==> config.mk <==
export PLATFORM = sky130hd
export DESIGN_NAME = msr_rtc
export DESIGN_NICKNAME = d
export VERILOG_FILES = /design/src/design/msr_pkg.sv /design/src/design/msr_rtc.sv
export SDC_FILE = /design/constraint.sdc
export NUM_CORES = 1
export LEC_CHECK = 0
export BUFFER_PORTS_ARGS = -buffer_cell sky130_fd_sc_hd__buf_2
export CAP_MARGIN = 20
export CORE_ASPECT_RATIO = 1.25
export CORE_MARGIN = 1.5
export CORE_UTILIZATION = 55
export CTS_CLUSTER_SIZE = 10
export DETAILED_ROUTE_END_ITERATION = 10
export PLACE_DENSITY = 0.83
export SYNTH_ARGS = -nofsm -noshare
export SYNTH_HDL_FRONTEND = slang
export SYNTH_SLANG_ARGS = --single-unit
==> constraint.sdc <==
create_clock -name pclk -period 5 [get_ports pclk]
set_input_delay 1 -clock pclk [delete_from_list [all_inputs] [get_ports pclk]]
set_output_delay 1 -clock pclk [all_outputs]
set_load 0.1 [all_outputs]
==> src/design/msr_pkg.sv <==
// Package for the minute/second real-time clock: register map, fields, codes and timing.
// Operation
// - Count advances once per second from 00:00 to 59:59, then wraps to zero.
// - Counter write accepted only after key 0x3C then 0xC3 on unlock register.
// - Unlock register is write-only and always reads zero.
// - After first key, any other value than either key discards partial unlock.
// - While unlocked, any value other than second key cancels write permission.
// - One unlock permits exactly one counter write, byte or word.
// - Counter initialized only by power-on reset; system resets leave it running. Here presetn keeps the value but holds the divider, pausing the count.
// - Counting continues always, except in either stop low-power mode. Here it also pauses while presetn is low.
// - Bit 15 written 1 loads the whole register with its initial value.
// - Status flag reads 1 after power-on or bad write, 0 in normal operation.
// - Out-of-range time or BCD digit write sets register to initial value.
// - Minutes in bits 14..8 BCD, increment on seconds roll 59 to 00.
// - Seconds in bits 6..0 BCD, increment on falling edge of 1 Hz tick.
// - Writing 00 seconds at 59 bumps minutes unless minutes written same access.
// - Selector 000 off, 001 every half second, 010 every second.
// - Code 011 fires at 29->30 and 59->00; 100 and others only 59->00.
// - Accepted counter write restarts the 1 Hz and 2 Hz tick phase.
// - Counting starts after power-on reset from initial value, flag set.
package msr_pkg;

  // ==========================================================================
  // Register map: each register owns one word, byte address is four times the index
  localparam logic [15:0] MSR_IDX_UNLOCK = 16'hF0C8;
  localparam logic [15:0] MSR_IDX_COUNT = 16'hF0CA;
  localparam logic [15:0] MSR_IDX_CTRL = 16'hF0CC;
  localparam logic [15:0] MSR_IDX_TICKS = 16'hF0D0;
  localparam logic [17:0] MSR_ADDR_UNLOCK = {MSR_IDX_UNLOCK, 2'h0};
  localparam logic [17:0] MSR_ADDR_COUNT = {MSR_IDX_COUNT, 2'h0};
  localparam logic [17:0] MSR_ADDR_CTRL = {MSR_IDX_CTRL, 2'h0};
  localparam logic [17:0] MSR_ADDR_TICKS = {MSR_IDX_TICKS, 2'h0};

  // ==========================================================================
  // Keys, reset values, field positions
  localparam logic [7:0] MSR_KEY_FIRST = 8'h3C;
  localparam logic [7:0] MSR_KEY_SECOND = 8'hC3;
  localparam logic [15:0] MSR_COUNT_INIT = 16'h8000;
  localparam logic [2:0] MSR_CTRL_INIT = 3'h0;
  localparam int MSR_FLAG_BIT = 15;
  localparam int MSR_MIN_LSB = 8;
  localparam logic [3:0] MSR_ONES_MAX = 4'h9;
  localparam logic [2:0] MSR_TENS_MAX = 3'h5;
  localparam logic [6:0] MSR_BCD_29 = 7'h29;
  localparam logic [6:0] MSR_BCD_59 = 7'h59;

  // ==========================================================================
  // Periodic selector codes
  localparam logic [2:0] MSR_SEL_OFF = 3'h0;
  localparam logic [2:0] MSR_SEL_HALF = 3'h1;
  localparam logic [2:0] MSR_SEL_ONE = 3'h2;
  localparam logic [2:0] MSR_SEL_THIRTY = 3'h3;

  // ==========================================================================
  // Timing
  localparam int MSR_CLK_HZ = 20_000_000;
  localparam int MSR_HALF_SEC_MS = 500;
  localparam int MSR_HALF_SEC_CYC = MSR_CLK_HZ / 1000 * MSR_HALF_SEC_MS;

  // ==========================================================================
  // Unlock sequencer states
  typedef enum logic [2:0] {
    MSR_LK_IDLE = 3'b001,
    MSR_LK_FIRST = 3'b010,
    MSR_LK_OPEN = 3'b100
  } msr_lock_t;

  typedef struct packed {
    logic [2:0] minute_tens_digit;
    logic [3:0] minute_ones_digit;
  } msr_min_t;

  typedef struct packed {
    logic [2:0] second_tens_digit;
    logic [3:0] second_ones_digit;
  } msr_sec_t;

endpackage : msr_pkg

==> src/design/msr_rtc.sv <==
// Minute/second real-time clock with unlock key, APB slave and periodic request.
//
// The APB interface to the registers is this design's own decision.
`timescale 1ns/1ps
module msr_rtc
  import msr_pkg::*;
#(
  parameter int HALF_SEC_CYCLES = MSR_HALF_SEC_CYC
) (
  input wire logic pclk,
  input wire logic presetn,
  input wire logic por_n,
  input wire logic stop_mode,
  input wire logic psel,
  input wire logic penable,
  input wire logic pwrite,
  input wire logic [17:0] paddr,
  input wire logic [31:0] pwdata,
  input wire logic [3:0] pstrb,
  output logic [31:0] prdata,
  output logic pready,
  output logic pslverr,
  output logic rtc_interrupt,
  output logic one_hz_tick,
  output logic two_hz_tick
);

  if (HALF_SEC_CYCLES < 2) begin : g_half_check
    $error("HALF_SEC_CYCLES must be at least 2");
  end

  // ==========================================================================
  // Bus decode
  logic acc;
  logic wr;
  logic hit_unlock;
  logic hit_count;
  logic hit_ctrl;
  logic hit_ticks;
  assign acc = psel & penable;
  assign wr = acc & pwrite;
  assign hit_unlock = paddr == MSR_ADDR_UNLOCK;
  assign hit_count = paddr == MSR_ADDR_COUNT;
  assign hit_ctrl = paddr == MSR_ADDR_CTRL;
  assign hit_ticks = paddr == MSR_ADDR_TICKS;
  assign pready = 1'b1;
  assign pslverr = acc & ~(hit_unlock | hit_count | hit_ctrl | hit_ticks);

  // Each register owns a word; the counter uses lane 0 for seconds, lane 1 for minutes
  logic key_wr;
  logic [7:0] key_val;
  assign key_wr = wr & hit_unlock & pstrb[0];
  assign key_val = pwdata[7:0];

  // ==========================================================================
  // Unlock sequencer
  msr_lock_t lock_q;
  logic cnt_wr_attempt;
  logic cnt_wr_ok;
  assign cnt_wr_attempt = wr & hit_count & (pstrb[0] | pstrb[1]);
  assign cnt_wr_ok = cnt_wr_attempt & (lock_q == MSR_LK_OPEN);

  always_ff @(posedge pclk or negedge presetn) begin
    if (!presetn) begin
      lock_q <= MSR_LK_IDLE;
    end else if (cnt_wr_ok) begin
      lock_q <= MSR_LK_IDLE;
    end else if (key_wr) begin
      case (lock_q)
        MSR_LK_IDLE: begin
          lock_q <= (key_val == MSR_KEY_FIRST) ? MSR_LK_FIRST : MSR_LK_IDLE;
        end
        MSR_LK_FIRST: begin
          if (key_val == MSR_KEY_SECOND) begin
            lock_q <= MSR_LK_OPEN;
          end else if (key_val == MSR_KEY_FIRST) begin
            lock_q <= MSR_LK_FIRST;
          end else begin
            lock_q <= MSR_LK_IDLE;
          end
        end
        MSR_LK_OPEN: begin
          lock_q <= (key_val == MSR_KEY_SECOND) ? MSR_LK_OPEN : MSR_LK_IDLE;
        end
        default: begin
          lock_q <= MSR_LK_IDLE;
        end
      endcase
    end
  end

  // ==========================================================================
  // Time base taps: 2 Hz falls every half second, 1 Hz falls every second
  logic [31:0] div_q;
  logic [31:0] div_d;
  logic half_wrap;
  assign half_wrap = div_q == 32'(HALF_SEC_CYCLES - 1);
  assign div_d = half_wrap ? '0 : div_q + 32'h1;

  // The 2 Hz tap is high in the second half of each half second, so both taps
  // fall on the same edge once a second and the count steps exactly there

  always_ff @(posedge pclk or negedge presetn) begin
    if (!presetn) begin
      div_q <= '0;
      two_hz_tick <= 1'b0;
      one_hz_tick <= 1'b0;
    end else if (cnt_wr_ok) begin
      div_q <= '0;
      two_hz_tick <= 1'b0;
      one_hz_tick <= 1'b0;
    end else if (!stop_mode) begin
      div_q <= div_d;
      two_hz_tick <= div_d >= 32'(HALF_SEC_CYCLES / 2);
      if (half_wrap) begin
        one_hz_tick <= ~one_hz_tick;
      end
    end
  end

  logic sec_step;
  logic half_step;
  assign half_step = half_wrap & ~stop_mode & ~cnt_wr_ok;
  assign sec_step = half_step & one_hz_tick;

  // ==========================================================================
  // Counter, reset only by power-on
  logic flag_q;
  msr_min_t min_q;
  msr_sec_t sec_q;
  logic [7:0] wsec;
  logic [7:0] wmin;
  logic wr_sec;
  logic wr_min;
  logic [15:0] wval;
  logic w_bad;
  logic sec_59;
  logic sec_29;
  assign wsec = pwdata[7:0];
  assign wmin = pwdata[15:8];
  assign wr_sec = pstrb[0];
  assign wr_min = pstrb[1];
  assign wval = {wr_min ? wmin : {flag_q, min_q}, 1'b0, wr_sec ? wsec[6:0] : sec_q};
  assign w_bad = wval[14:12] > MSR_TENS_MAX || wval[11:8] > MSR_ONES_MAX
              || wval[6:4] > MSR_TENS_MAX || wval[3:0] > MSR_ONES_MAX;
  assign sec_59 = sec_q == MSR_BCD_59;
  assign sec_29 = sec_q == MSR_BCD_29;

  function automatic msr_min_t msr_min_inc(input msr_min_t m);
    msr_min_t r;
    r = m;
    if (m.minute_ones_digit == MSR_ONES_MAX) begin
      r.minute_ones_digit = 4'h0;
      r.minute_tens_digit = (m.minute_tens_digit == MSR_TENS_MAX) ? 3'h0
                          : m.minute_tens_digit + 3'h1;
    end else begin
      r.minute_ones_digit = m.minute_ones_digit + 4'h1;
    end
    return r;
  endfunction : msr_min_inc

  always_ff @(posedge pclk or negedge por_n) begin
    if (!por_n) begin
      flag_q <= MSR_COUNT_INIT[MSR_FLAG_BIT];
      min_q <= '0;
      sec_q <= '0;
    end else if (cnt_wr_ok) begin
      if (wval[MSR_FLAG_BIT] || w_bad) begin
        flag_q <= MSR_COUNT_INIT[MSR_FLAG_BIT];
        min_q <= '0;
        sec_q <= '0;
      end else begin
        flag_q <= 1'b0;
        sec_q <= wval[6:0];
        if (!wr_min && sec_59 && wval[6:0] == 7'h0) begin
          min_q <= msr_min_inc(min_q);
        end else begin
          min_q <= wval[14:8];
        end
      end
    end else if (sec_step) begin
      if (sec_q.second_ones_digit == MSR_ONES_MAX) begin
        sec_q.second_ones_digit <= 4'h0;
        if (sec_q.second_tens_digit == MSR_TENS_MAX) begin
          sec_q.second_tens_digit <= 3'h0;
          min_q <= msr_min_inc(min_q);
        end else begin
          sec_q.second_tens_digit <= sec_q.second_tens_digit + 3'h1;
        end
      end else begin
        sec_q.second_ones_digit <= sec_q.second_ones_digit + 4'h1;
      end
    end
  end

  // ==========================================================================
  // Periodic request selector
  logic [2:0] periodic_irq_select_q;
  always_ff @(posedge pclk or negedge presetn) begin
    if (!presetn) begin
      periodic_irq_select_q <= MSR_CTRL_INIT;
    end else if (wr & hit_ctrl & pstrb[0]) begin
      periodic_irq_select_q <= pwdata[2:0];
    end
  end

  always_ff @(posedge pclk or negedge presetn) begin
    if (!presetn) begin
      rtc_interrupt <= 1'b0;
    end else begin
      case (periodic_irq_select_q)
        MSR_SEL_OFF: rtc_interrupt <= 1'b0;
        MSR_SEL_HALF: rtc_interrupt <= half_step;
        MSR_SEL_ONE: rtc_interrupt <= sec_step;
        MSR_SEL_THIRTY: rtc_interrupt <= sec_step & (sec_29 | sec_59);
        default: rtc_interrupt <= sec_step & sec_59;
      endcase
    end
  end

  // ==========================================================================
  // Read data, registered on the setup cycle so it is stable in access
  always_ff @(posedge pclk or negedge presetn) begin
    if (!presetn) begin
      prdata <= '0;
    end else if (psel & ~penable & ~pwrite) begin
      if (hit_count) begin
        prdata <= {16'h0, flag_q, min_q, 1'b0, sec_q};
      end else if (hit_ctrl) begin
        prdata <= {29'h0, periodic_irq_select_q};
      end else if (hit_ticks) begin
        prdata <= {29'h0, lock_q == MSR_LK_OPEN, one_hz_tick, two_hz_tick};
      end else begin
        prdata <= '0;
      end
    end
  end

endmodule : msr_rtc

==> results of run 1 <==
-- metal layers --
layer  up-vias  track usage
met5         -            0
met4         0       0.1262
met3        49      0.04914
met2       221       0.4291
met1      2223       0.3084
li1       2232            -
-- final timing paths --
path,depth (start not counted),to
max in group asynchronous,2,div_q[25]
hold reg to reg,2,prdata[14]
setup / recovery,5,pslverr
min in group asynchronous,1,sec_q[4]
hold / removal,2,prdata[14]
setup reg to reg,8,sec_q[2]
-- placed cells by master, fill, tap and decap left out, types with 3 or more instances in the layout --
| master | synthesis | routed |
|---|---|---|
| nor2_1 | 40 | 39 |
| mux2_2 | 5 | 5 |
| nand3_1 | 18 | 18 |
| a31oi_1 | 8 | 8 |
| clkbuf_16 | 0 | 9 |
| xor2_1 | 9 | 9 |
| nor4_1 | 6 | 5 |
| buf_2 | 8 | 61 |
| a21o_1 | 4 | 4 |
| inv_1 | 11 | 11 |
| or3_1 | 13 | 13 |
| nand2_1 | 68 | 68 |
| nor2b_1 | 6 | 6 |
| nand4_1 | 15 | 15 |
| nor3b_1 | 4 | 4 |
| buf_4 | 19 | 4 |
| o211ai_1 | 7 | 7 |
| nor3_1 | 17 | 17 |
| a21oi_1 | 45 | 45 |
| a22oi_1 | 3 | 3 |
| xnor2_1 | 16 | 16 |
| nor4_4 | 3 | 3 |
| nand4b_1 | 4 | 4 |
| conb_1 | 2 | 18 |
| or4_1 | 5 | 5 |
| nand2b_1 | 5 | 5 |
| and2_1 | 6 | 6 |
| dfrtp_1 | 69 | 69 |
| nor4b_1 | 7 | 7 |
| o21a_1 | 3 | 3 |
| o21ai_0 | 44 | 44 |
| and4_1 | 6 | 6 |
| mux2i_1 | 7 | 7 |
| bufinv_16 | 0 | 3 |
| a22o_1 | 5 | 5 |
| and3_1 | 10 | 10 |
-- power by group through the flow --
stage	logic (uW)	clock network [uW]	registers (uW)
after floorplan	160	0	648
after global placement	194	0	654
after detailed placement	200	0	658
after CTS	201	767	648
after global routing	218	798	654
final	200	759	650
-- through the flow --
stage,hold slack (ns),cells
after detailed placement,0.4657,744
after global routing,0.4945,760
final,0.4715,760
after floorplan,0.4921,614
after global placement,0.4558,744
after CTS,0.4790,760
-- state kept, by name, summed over array words and instances (netlist names) --
signal                 cells
min_q                      7
one_hz_tick                1
prdata                    15
flag_q                     1
sec_q                      7
lock_q                     3
two_hz_tick                1
periodic_irq_select_q      3
rtc_interrupt              1
div_q                     32
-- worst max-delay path: stages --
cell      delay (ns)
buf_2           0.10
nor4bb_1        0.32
nand4_2         0.36
o211a_1         0.32
buf_2           0.29
-- layout make-up --
type,count,area share
Timing Repair Buffer,65,0.05915
Clock buffer,10,0.04215
Tap cell,123,0.02715
Clock inverter,6,0.02053
Multi-Input combinational cell,474,0.5299
Sequential cell,71,0.3138
Inverter,11,0.007283
-- cells by family after synthesis --
| kind of cell | after synthesis | share of synthesized area |
|---|---|---|
| AND/OR/NAND/NOR | 264 | 0.3057 |
| AO/OA/AOI/OAI | 154 | 0.1953 |
| flip-flops | 71 | 0.3475 |
| buffers and inverters | 69 | 0.08016 |
| XOR/XNOR | 25 | 0.04277 |
| multiplexers | 12 | 0.02468 |
| other | 2 | 0.001467 |
| adder cells (fa/ha/maj) | 1 | 0.002443 |
==> flow_summary.yaml, run 1 <==
floorplan:
  num_io_pins: 98
  die_w_um: 89.30
  die_h_um: 110.9
  rows: 39
  die_area_sq_um: 9900
  coreArea_sq_um: 9076
  initial_core_util: 0.5641
setup_path:
  worst_ep_arrival_time_ns: 2.40
  critPathMaxFanout: 9
  crit_path_end_kind: "output port"
  reg2reg_from: "lock_q[1]"
  timing.reg2reg.setup_slack_ns: 2.06
  worstSetupPathType: "input port to output port"
  crit_start: "paddr[7]"
  crit_path_start_kind: "input port"
  crit_required_ns: 4.00
route:
  drtIter0Drc: 329
  m1WireLength_um: 5002
  drt-pass1-iter-count: 7
  post_drt_wl_per_cell_um: 16.39
  ant_nets: 0
  post-route-drc-count: 0
  met3_length_um: 738
  routed_wl_um: 12460
  met2_length_um: 6220
  vias: 4725
  maxUsedRoutingLayer: "met4"
  avgViaCountPerCell: 6.217
synthesis:
  yosysSeqAreaShare: 0.3475
  synth_flop_cell: "dfrtp_1"
  synth_warnings: 0
  synth_top_area_frac: 0.3372
  ys_ff_latch: 71
  yosysMostFrequentCell: "dfrtp_1"
  synth_top_area_cell: "dfrtp_1"
  synth-edff-count: 0
  synth_area_sq_um: 5120
  ys_top_cells_by_area: "dfrtp_1 (34%), nand2_1 (5.0%), a21oi_1 (4.4%)"
  syn_area_per_cell_sq_um: 8.562
  ys_async_sr_fraction: 1.000
  ys_types: 90
  syn_inst: 598
  ys_top_cells_by_count: "dfrtp_1 (69), nand2_1 (68), a21oi_1 (45), o21ai_0 (44), nor2_1 (40)"
timing:
  relSlewSlack: 0.3935
  skew_ns: 0.007272
  finalSetupViolCount: 0
  fin_crit_sh: 0.6794
  slew_viol_final: 0
  max_freq_mhz: 294.4
  worstMarginPinSlew_ns: 0.9065
  min_period_ns: 3.397
  rsz0062_at_grt: "false"
  finalHoldViolCount: 0
  finalWorstSetupSlack_ns: 1.603
  fin_tns_setup_ns: 0
cts:
  clkSlewWorstSetupHoldPaths_ns: 0.06
  clockRootBuffer: "clkbuf_16"
  cts_resized: 0
  numCtsBuffers: 9
  cts_setup_buffers: 0
  cts_sinks: 71
  htree_levels: 3
  clock_latency_ns: 0.33
  hold_buffers: 0
  cts_tree: "done"
  cts_buffer_depth: 2
placement:
  dp_slack_ns: 1.375
  dp_hpwl_um: 8730
  placed_area_sq_um: 5314
  gp_congestion: 0.8999
  io_buffers: 61
global_route:
  grt_pass1_wl_um: 20350
  grt_max_degree: 57
  grt_pass1_vias: 4545
  gr-usage-all-layers: 0.2568
  antenna_found_initial: 0
  grt_overflow: 0
cells_and_area:
  area_delta_synth_final_pct: 10.73
  drive_above_1_share: 0.1884
  multiInputGateArea_sq_um: 3004
  fin_area_sq_um: 5669
  utilization: 0.6246
  seqCellArea_sq_um: 1779
  antenna_cells: 0
  fillerInstances: 790
  nNetsFinal: 694
pwr:
  pwr-share-comb: 0.125
  p_per_area_nw_per_um2: 283.8
  leakagePower_uw: 0.002347
  p_switching_uw: 448.5
  power.total_uw: 1609
  peakVddDrop_uv: 245.3
  clockPowerShare: 0.472
  internal-power_uw: 1160
  p_seq_frac: 0.404
  sw_frac_of_total: 0.2787
flow_run:
  maxCapViolations: 0
min_path:
  hp-start: "prdata[14]"
  holdCritPathClass: "flip-flop to flip-flop"
status:
  outcome: "finished, final reports clean"
(Power assumes the default switching activity.)
==> run 2: changes to the inputs <==
- clock period: 5 -> 3.32 ns (I/O delays scaled with it)
==> run 2 against run 1 <==
  * Setup slack got worse by 0.97 ns
  * Via count rose by 1.7%
  * Clock-buffer cell count rose by 1
  * Routed wire length rose by 4.3%
  * Combinational power rose by 55%
  * Critical endpoint is now sec_q[2]
  * First-iteration DRC count fell by 22%
  * Highest routed layer unchanged
  * Critical path type is now flip-flop to flip-flop
==> flow_summary.yaml, run 2 (synthesis results as in run 1) <==
route:
  ant_nets: 0
  post_drt_wl_per_cell_um: 16.89
  met3_length_um: 793
  drtIter0Drc: 258
  met2_length_um: 6645
  maxUsedRoutingLayer: "met4"
  drt-pass1-iter-count: 5
  post-route-drc-count: 0
  vias: 4805
  avgViaCountPerCell: 6.248
  routed_wl_um: 12990
  m1WireLength_um: 5196
cells_and_area:
  drive_above_1_share: 0.1981
  layout_common_cells: "dfrtp_1 (69), nand2_1 (68), buf_2 (61)"
  utilization: 0.6286
  final_common_cell: "dfrtp_1"
  antenna_cells: 0
  largest-register: "div_q"
  fin_area_sq_um: 5705
  nNetsFinal: 703
  top_regs: "div_q: 32 flops, prdata: 15 flops"
  largest_register_ffs: 32
  area_delta_synth_final_pct: 11.44
setup_path:
  worstSetupPathType: "flip-flop to flip-flop"
  critical-path-slowest-cell: "or4b_1"
  crit_path_end_kind: "flip-flop"
  worst_ep_arrival_time_ns: 2.91
  critPathTopFamily: "simple AND/OR/NAND/NOR gates"
  cp_cell_sequence: "nor3b_1 -> or4b_1 -> nor2_4 -> and2_1 -> o2bb2ai_2 -> o21ai_1 -> o311ai_1"
  critical-path-max-stage-delay_ns: 0.57
  critical_path_buf_inv_count: 0
  crit_required_ns: 3.55
  crit_path_start_kind: "flip-flop"
  critPathMaxFanout: 13
timing:
  fin_tns_setup_ns: 0
  fin_crit_sh: 0.8096
  slew_viol_final: 0
  finalSetupViolCount: 0
  finalHoldViolCount: 0
  rsz0062_at_grt: "false"
  worstMarginPinSlew_ns: 0.8871
  max_freq_mhz: 372.0
  relSlewSlack: 0.4086
  min_period_ns: 2.688
  skew_ns: 0.006530
  whs_ns: 0.2410
cts:
  cts_buffer_depth: 2
  clkSlewWorstSetupHoldPaths_ns: 0.06
  hold_buffers: 0
  cts_sinks: 71
  htree_levels: 3
  clock_latency_ns: 0.34
  clockRootBuffer: "clkbuf_16"
  cts_resized: 0
  cts_setup_buffers: 0
  numCtsBuffers: 9
  cts_tree: "done"
global_route:
  grt_pass1_wl_um: 21380
  gr-usage-all-layers: 0.2700
  grt_max_degree: 38
  antenna_found_initial: 0
  grt_overflow: 0
  grt_pass1_vias: 4640
placement:
  placed_area_sq_um: 5381
  io_buffers: 61
  dp_hpwl_um: 9289
  gp_congestion: 0.8914
min_path:
  holdCritPathClass: "input port to asynchronous set/reset pin"
floorplan:
  die_w_um: 89.30
  num_io_pins: 98
  initial_core_util: 0.5641
  rows: 39
  coreArea_sq_um: 9076
  die_area_sq_um: 9900
  die_h_um: 110.9
pwr:
  clockPowerShare: 0.449
  p_per_area_nw_per_um2: 410.1
  sw_frac_of_total: 0.2858
  p_seq_frac: 0.418
  leakagePower_uw: 0.002371
  power.total_uw: 2340
  p_switching_uw: 668.6
  pwr-share-comb: 0.133
  internal-power_uw: 1671
  peakVddDrop_uv: 281.7
flow_run:
  maxCapViolations: 0
status:
  outcome: "finished, final reports clean"
==> run 2: area by class of cell <==
cell class              instances  area, sq um
inverters                      11        41.29
repair buffers                 74        402.9
fillers                       823         3371
clock buffers                  11        242.7
flip-flops and latches         71         1779
multi-input cells             474         3004
clock inverters                 5        81.33
well taps                     123        153.9
==> run 2: path summary, 6_finish.rpt <==
kind / from / endpoint / slack [ns] / depth (start not counted)
worst min register to register: prdata[5] / prdata[5] / 0.47 / 2
min in group pclk: prdata[5] / prdata[5] / 0.47 / 2
worst min-delay path: por_n / sec_q[3] / 0.24 / 1
worst max register to register: lock_q[2] / sec_q[2] / 0.63 / 7
worst max-delay path: lock_q[2] / sec_q[2] / 0.63 / 7
max in group asynchronous: presetn / div_q[5] / 2.19 / 2
==> run 2: per-layer routing <==
metal	vias up	global-route usage
met1	2296	0.3244
li1	2263	-
met4	0	0.1354
met2	212	0.4556
met3	34	0.04319
met5	-	0
==> run 2: per-stage QoR <==
step / setup WS [ns] / instances
final: 0.6321 / 769
after global routing: 0.3456 / 769
after CTS: 0.6217 / 769
after detailed placement: 0.3665 / 753
after global placement: 0.4263 / 753
after floorplan: 0.7366 / 614
==> run 2: power by group through the flow <==
stage               Combinational, uW  Clock (uW)  Sequential [uW]
floorplan                         241           0              977
global placement                  298           0              986
detailed placement                308           0              991
CTS                               310        1060              976
global route                      336        1100              985
finish                            310        1050              978
==> run 3: changes to the inputs <==
- clock period: 3.32 -> 2.7 ns (I/O delays scaled with it)
==> run 3 against run 2 <==
  * Combinational power increased by 27%
  * Worst hold slack got worse by 0.12 ns
  * First-iteration DRC count increased by 1.6%
  * Clock power increased by 19%
  * Highest routed layer unchanged
  * Utilization increased by 1.7 points
==> flow_summary.yaml, run 3 (synthesis results as in run 1) <==
status:
  outcome: "finished, final reports clean"
cells_and_area:
  nNetsFinal: 724
  largest_register_ffs: 32
  layout_common_cells: "dfrtp_1 (69), nand2_1 (68), buf_2 (61)"
  final_cells: 790
  final_common_cell: "dfrtp_1"
  utilization: 0.6459
  antenna_cells: 0
  area_delta_synth_final_pct: 14.49
  largest-register: "div_q"
  drive_above_1_share: 0.2234
  top_regs: "div_q: 32 flops, prdata: 15 flops"
cts:
  clock_latency_ns: 0.33
  htree_levels: 3
  cts_tree: "done"
  clkSlewWorstSetupHoldPaths_ns: 0.06
  cts_resized: 0
  cts_sinks: 71
  cts_buffer_depth: 2
  clockRootBuffer: "clkbuf_16"
  hold_buffers: 0
  numCtsBuffers: 9
  cts_setup_buffers: 0
timing:
  worstMarginPinSlew_ns: 0.7611
  fin_crit_sh: 0.9480
  skew_ns: 0.007652
  rsz0062_at_grt: "false"
  finalWorstSetupSlack_ns: 0.1405
  min_period_ns: 2.559
  max_freq_mhz: 390.7
  finalHoldViolCount: 0
  slew_viol_final: 0
  fin_tns_setup_ns: 0
  finalSetupViolCount: 0
  relSlewSlack: 0.4914
route:
  ant_nets: 0
  routed_wl_um: 12930
  drtIter0Drc: 262
  post_drt_wl_per_cell_um: 16.37
  post-route-drc-count: 0
  drt-pass1-iter-count: 4
  avgViaCountPerCell: 6.134
  vias: 4846
pwr:
  leakagePower_uw: 0.002480
  power.total_uw: 2846
  peakVddDrop_uv: 459.5
  p_per_area_nw_per_um2: 485.6
placement:
  io_buffers: 61
  dp_slack_ns: 0.02833
  place_inst: 774
  gp_congestion: 0.8975
  dp_hpwl_um: 9578
setup_path:
  crit_required_ns: 2.90
  worst_ep_arrival_time_ns: 2.76
  crit_path_end_kind: "flip-flop"
  worstSetupPathType: "flip-flop to flip-flop"
  crit_path_start_kind: "flip-flop"
  critPathMaxFanout: 12
global_route:
  gr-usage-all-layers: 0.2740
  grt_pass1_vias: 4664
  antenna_found_initial: 0
  grt_pass1_wl_um: 21400
  grt_max_degree: 31
  grt_overflow: 0
floorplan:
  die_area_sq_um: 9900
  num_io_pins: 98
  initial_core_util: 0.5641
  die_w_um: 89.30
  die_h_um: 110.9
  coreArea_sq_um: 9076
  rows: 39
min_path:
  holdCritPathClass: "input port to asynchronous set/reset pin"
flow_run:
  maxCapViolations: 0
run 3: cell count changes in the layout (fill, tap and decap cells not counted):
cell | previous run | this run
buf_4 | 13 | 34
clkbuf_8 | 1 | 0
clkinv_2 | 1 | 2
clkinv_4 | 1 | 0
clkinvlp_4 | 1 | 2
nor4_2 | 2 | 1
nor4_4 | 3 | 4
run 3: path summary, 6_finish.rpt:
| kind | start | end | slack (ns) | cells past startpoint |
|---|---|---|---|---|
| max | lock_q[2] | two_hz_tick | 0.14 | 6 |
| min | por_n | sec_q[3] | 0.12 | 1 |
| max reg2reg | lock_q[2] | two_hz_tick | 0.14 | 6 |
| min reg2reg | prdata[14] | prdata[14] | 0.47 | 2 |
| max in group asynchronous | presetn | div_q[10] | 1.86 | 2 |
| min in group pclk | prdata[14] | prdata[14] | 0.47 | 2 |
run 3: area by class of cell:
type,instances,area (sq um)
Fill cell,800,3214
Multi-Input combinational cell,474,3013
Sequential cell,71,1779
Timing Repair Buffer,95,560.5
Clock buffer,10,229.0
Tap cell,123,153.9
Clock inverter,6,85.08
Inverter,11,41.29
run 3: critical path: stages (launching register included):
cell,delay [ns]
dfrtp_1,0.45
nor3b_1,0.37
or4b_1,0.58
nor2_4,0.33
o2111ai_1,0.21
a2111oi_1,0.35
o32ai_1,0.13
run 3: metal layers:
metal,up-vias,wire [um],track usage
met3,43,770,0.05436
met1,2302,5186,0.3279
met4,0,541,0.1579
li1,2304,-,-
met5,-,0,0
met2,197,6433,0.4466
run 3: power breakdown:
group | switching, uW | total, uW | internal, uW
combinational | 278 | 394 | 117
clock | 447 | 1250 | 805
sequential | 85.7 | 1200 | 1110
total | 811 | 2850 | 2040
run 3: stage by stage:
| stage | area [sq um] | hold slack [ns] |
|---|---|---|
| floorplan | 5180 | 0.2444 |
| global placement | 5539 | 0.4578 |
| detailed placement | 5539 | 0.4648 |
| CTS | 5853 | 0.1151 |
| global route | 5862 | 0.1243 |
| finish | 5862 | 0.1207 |
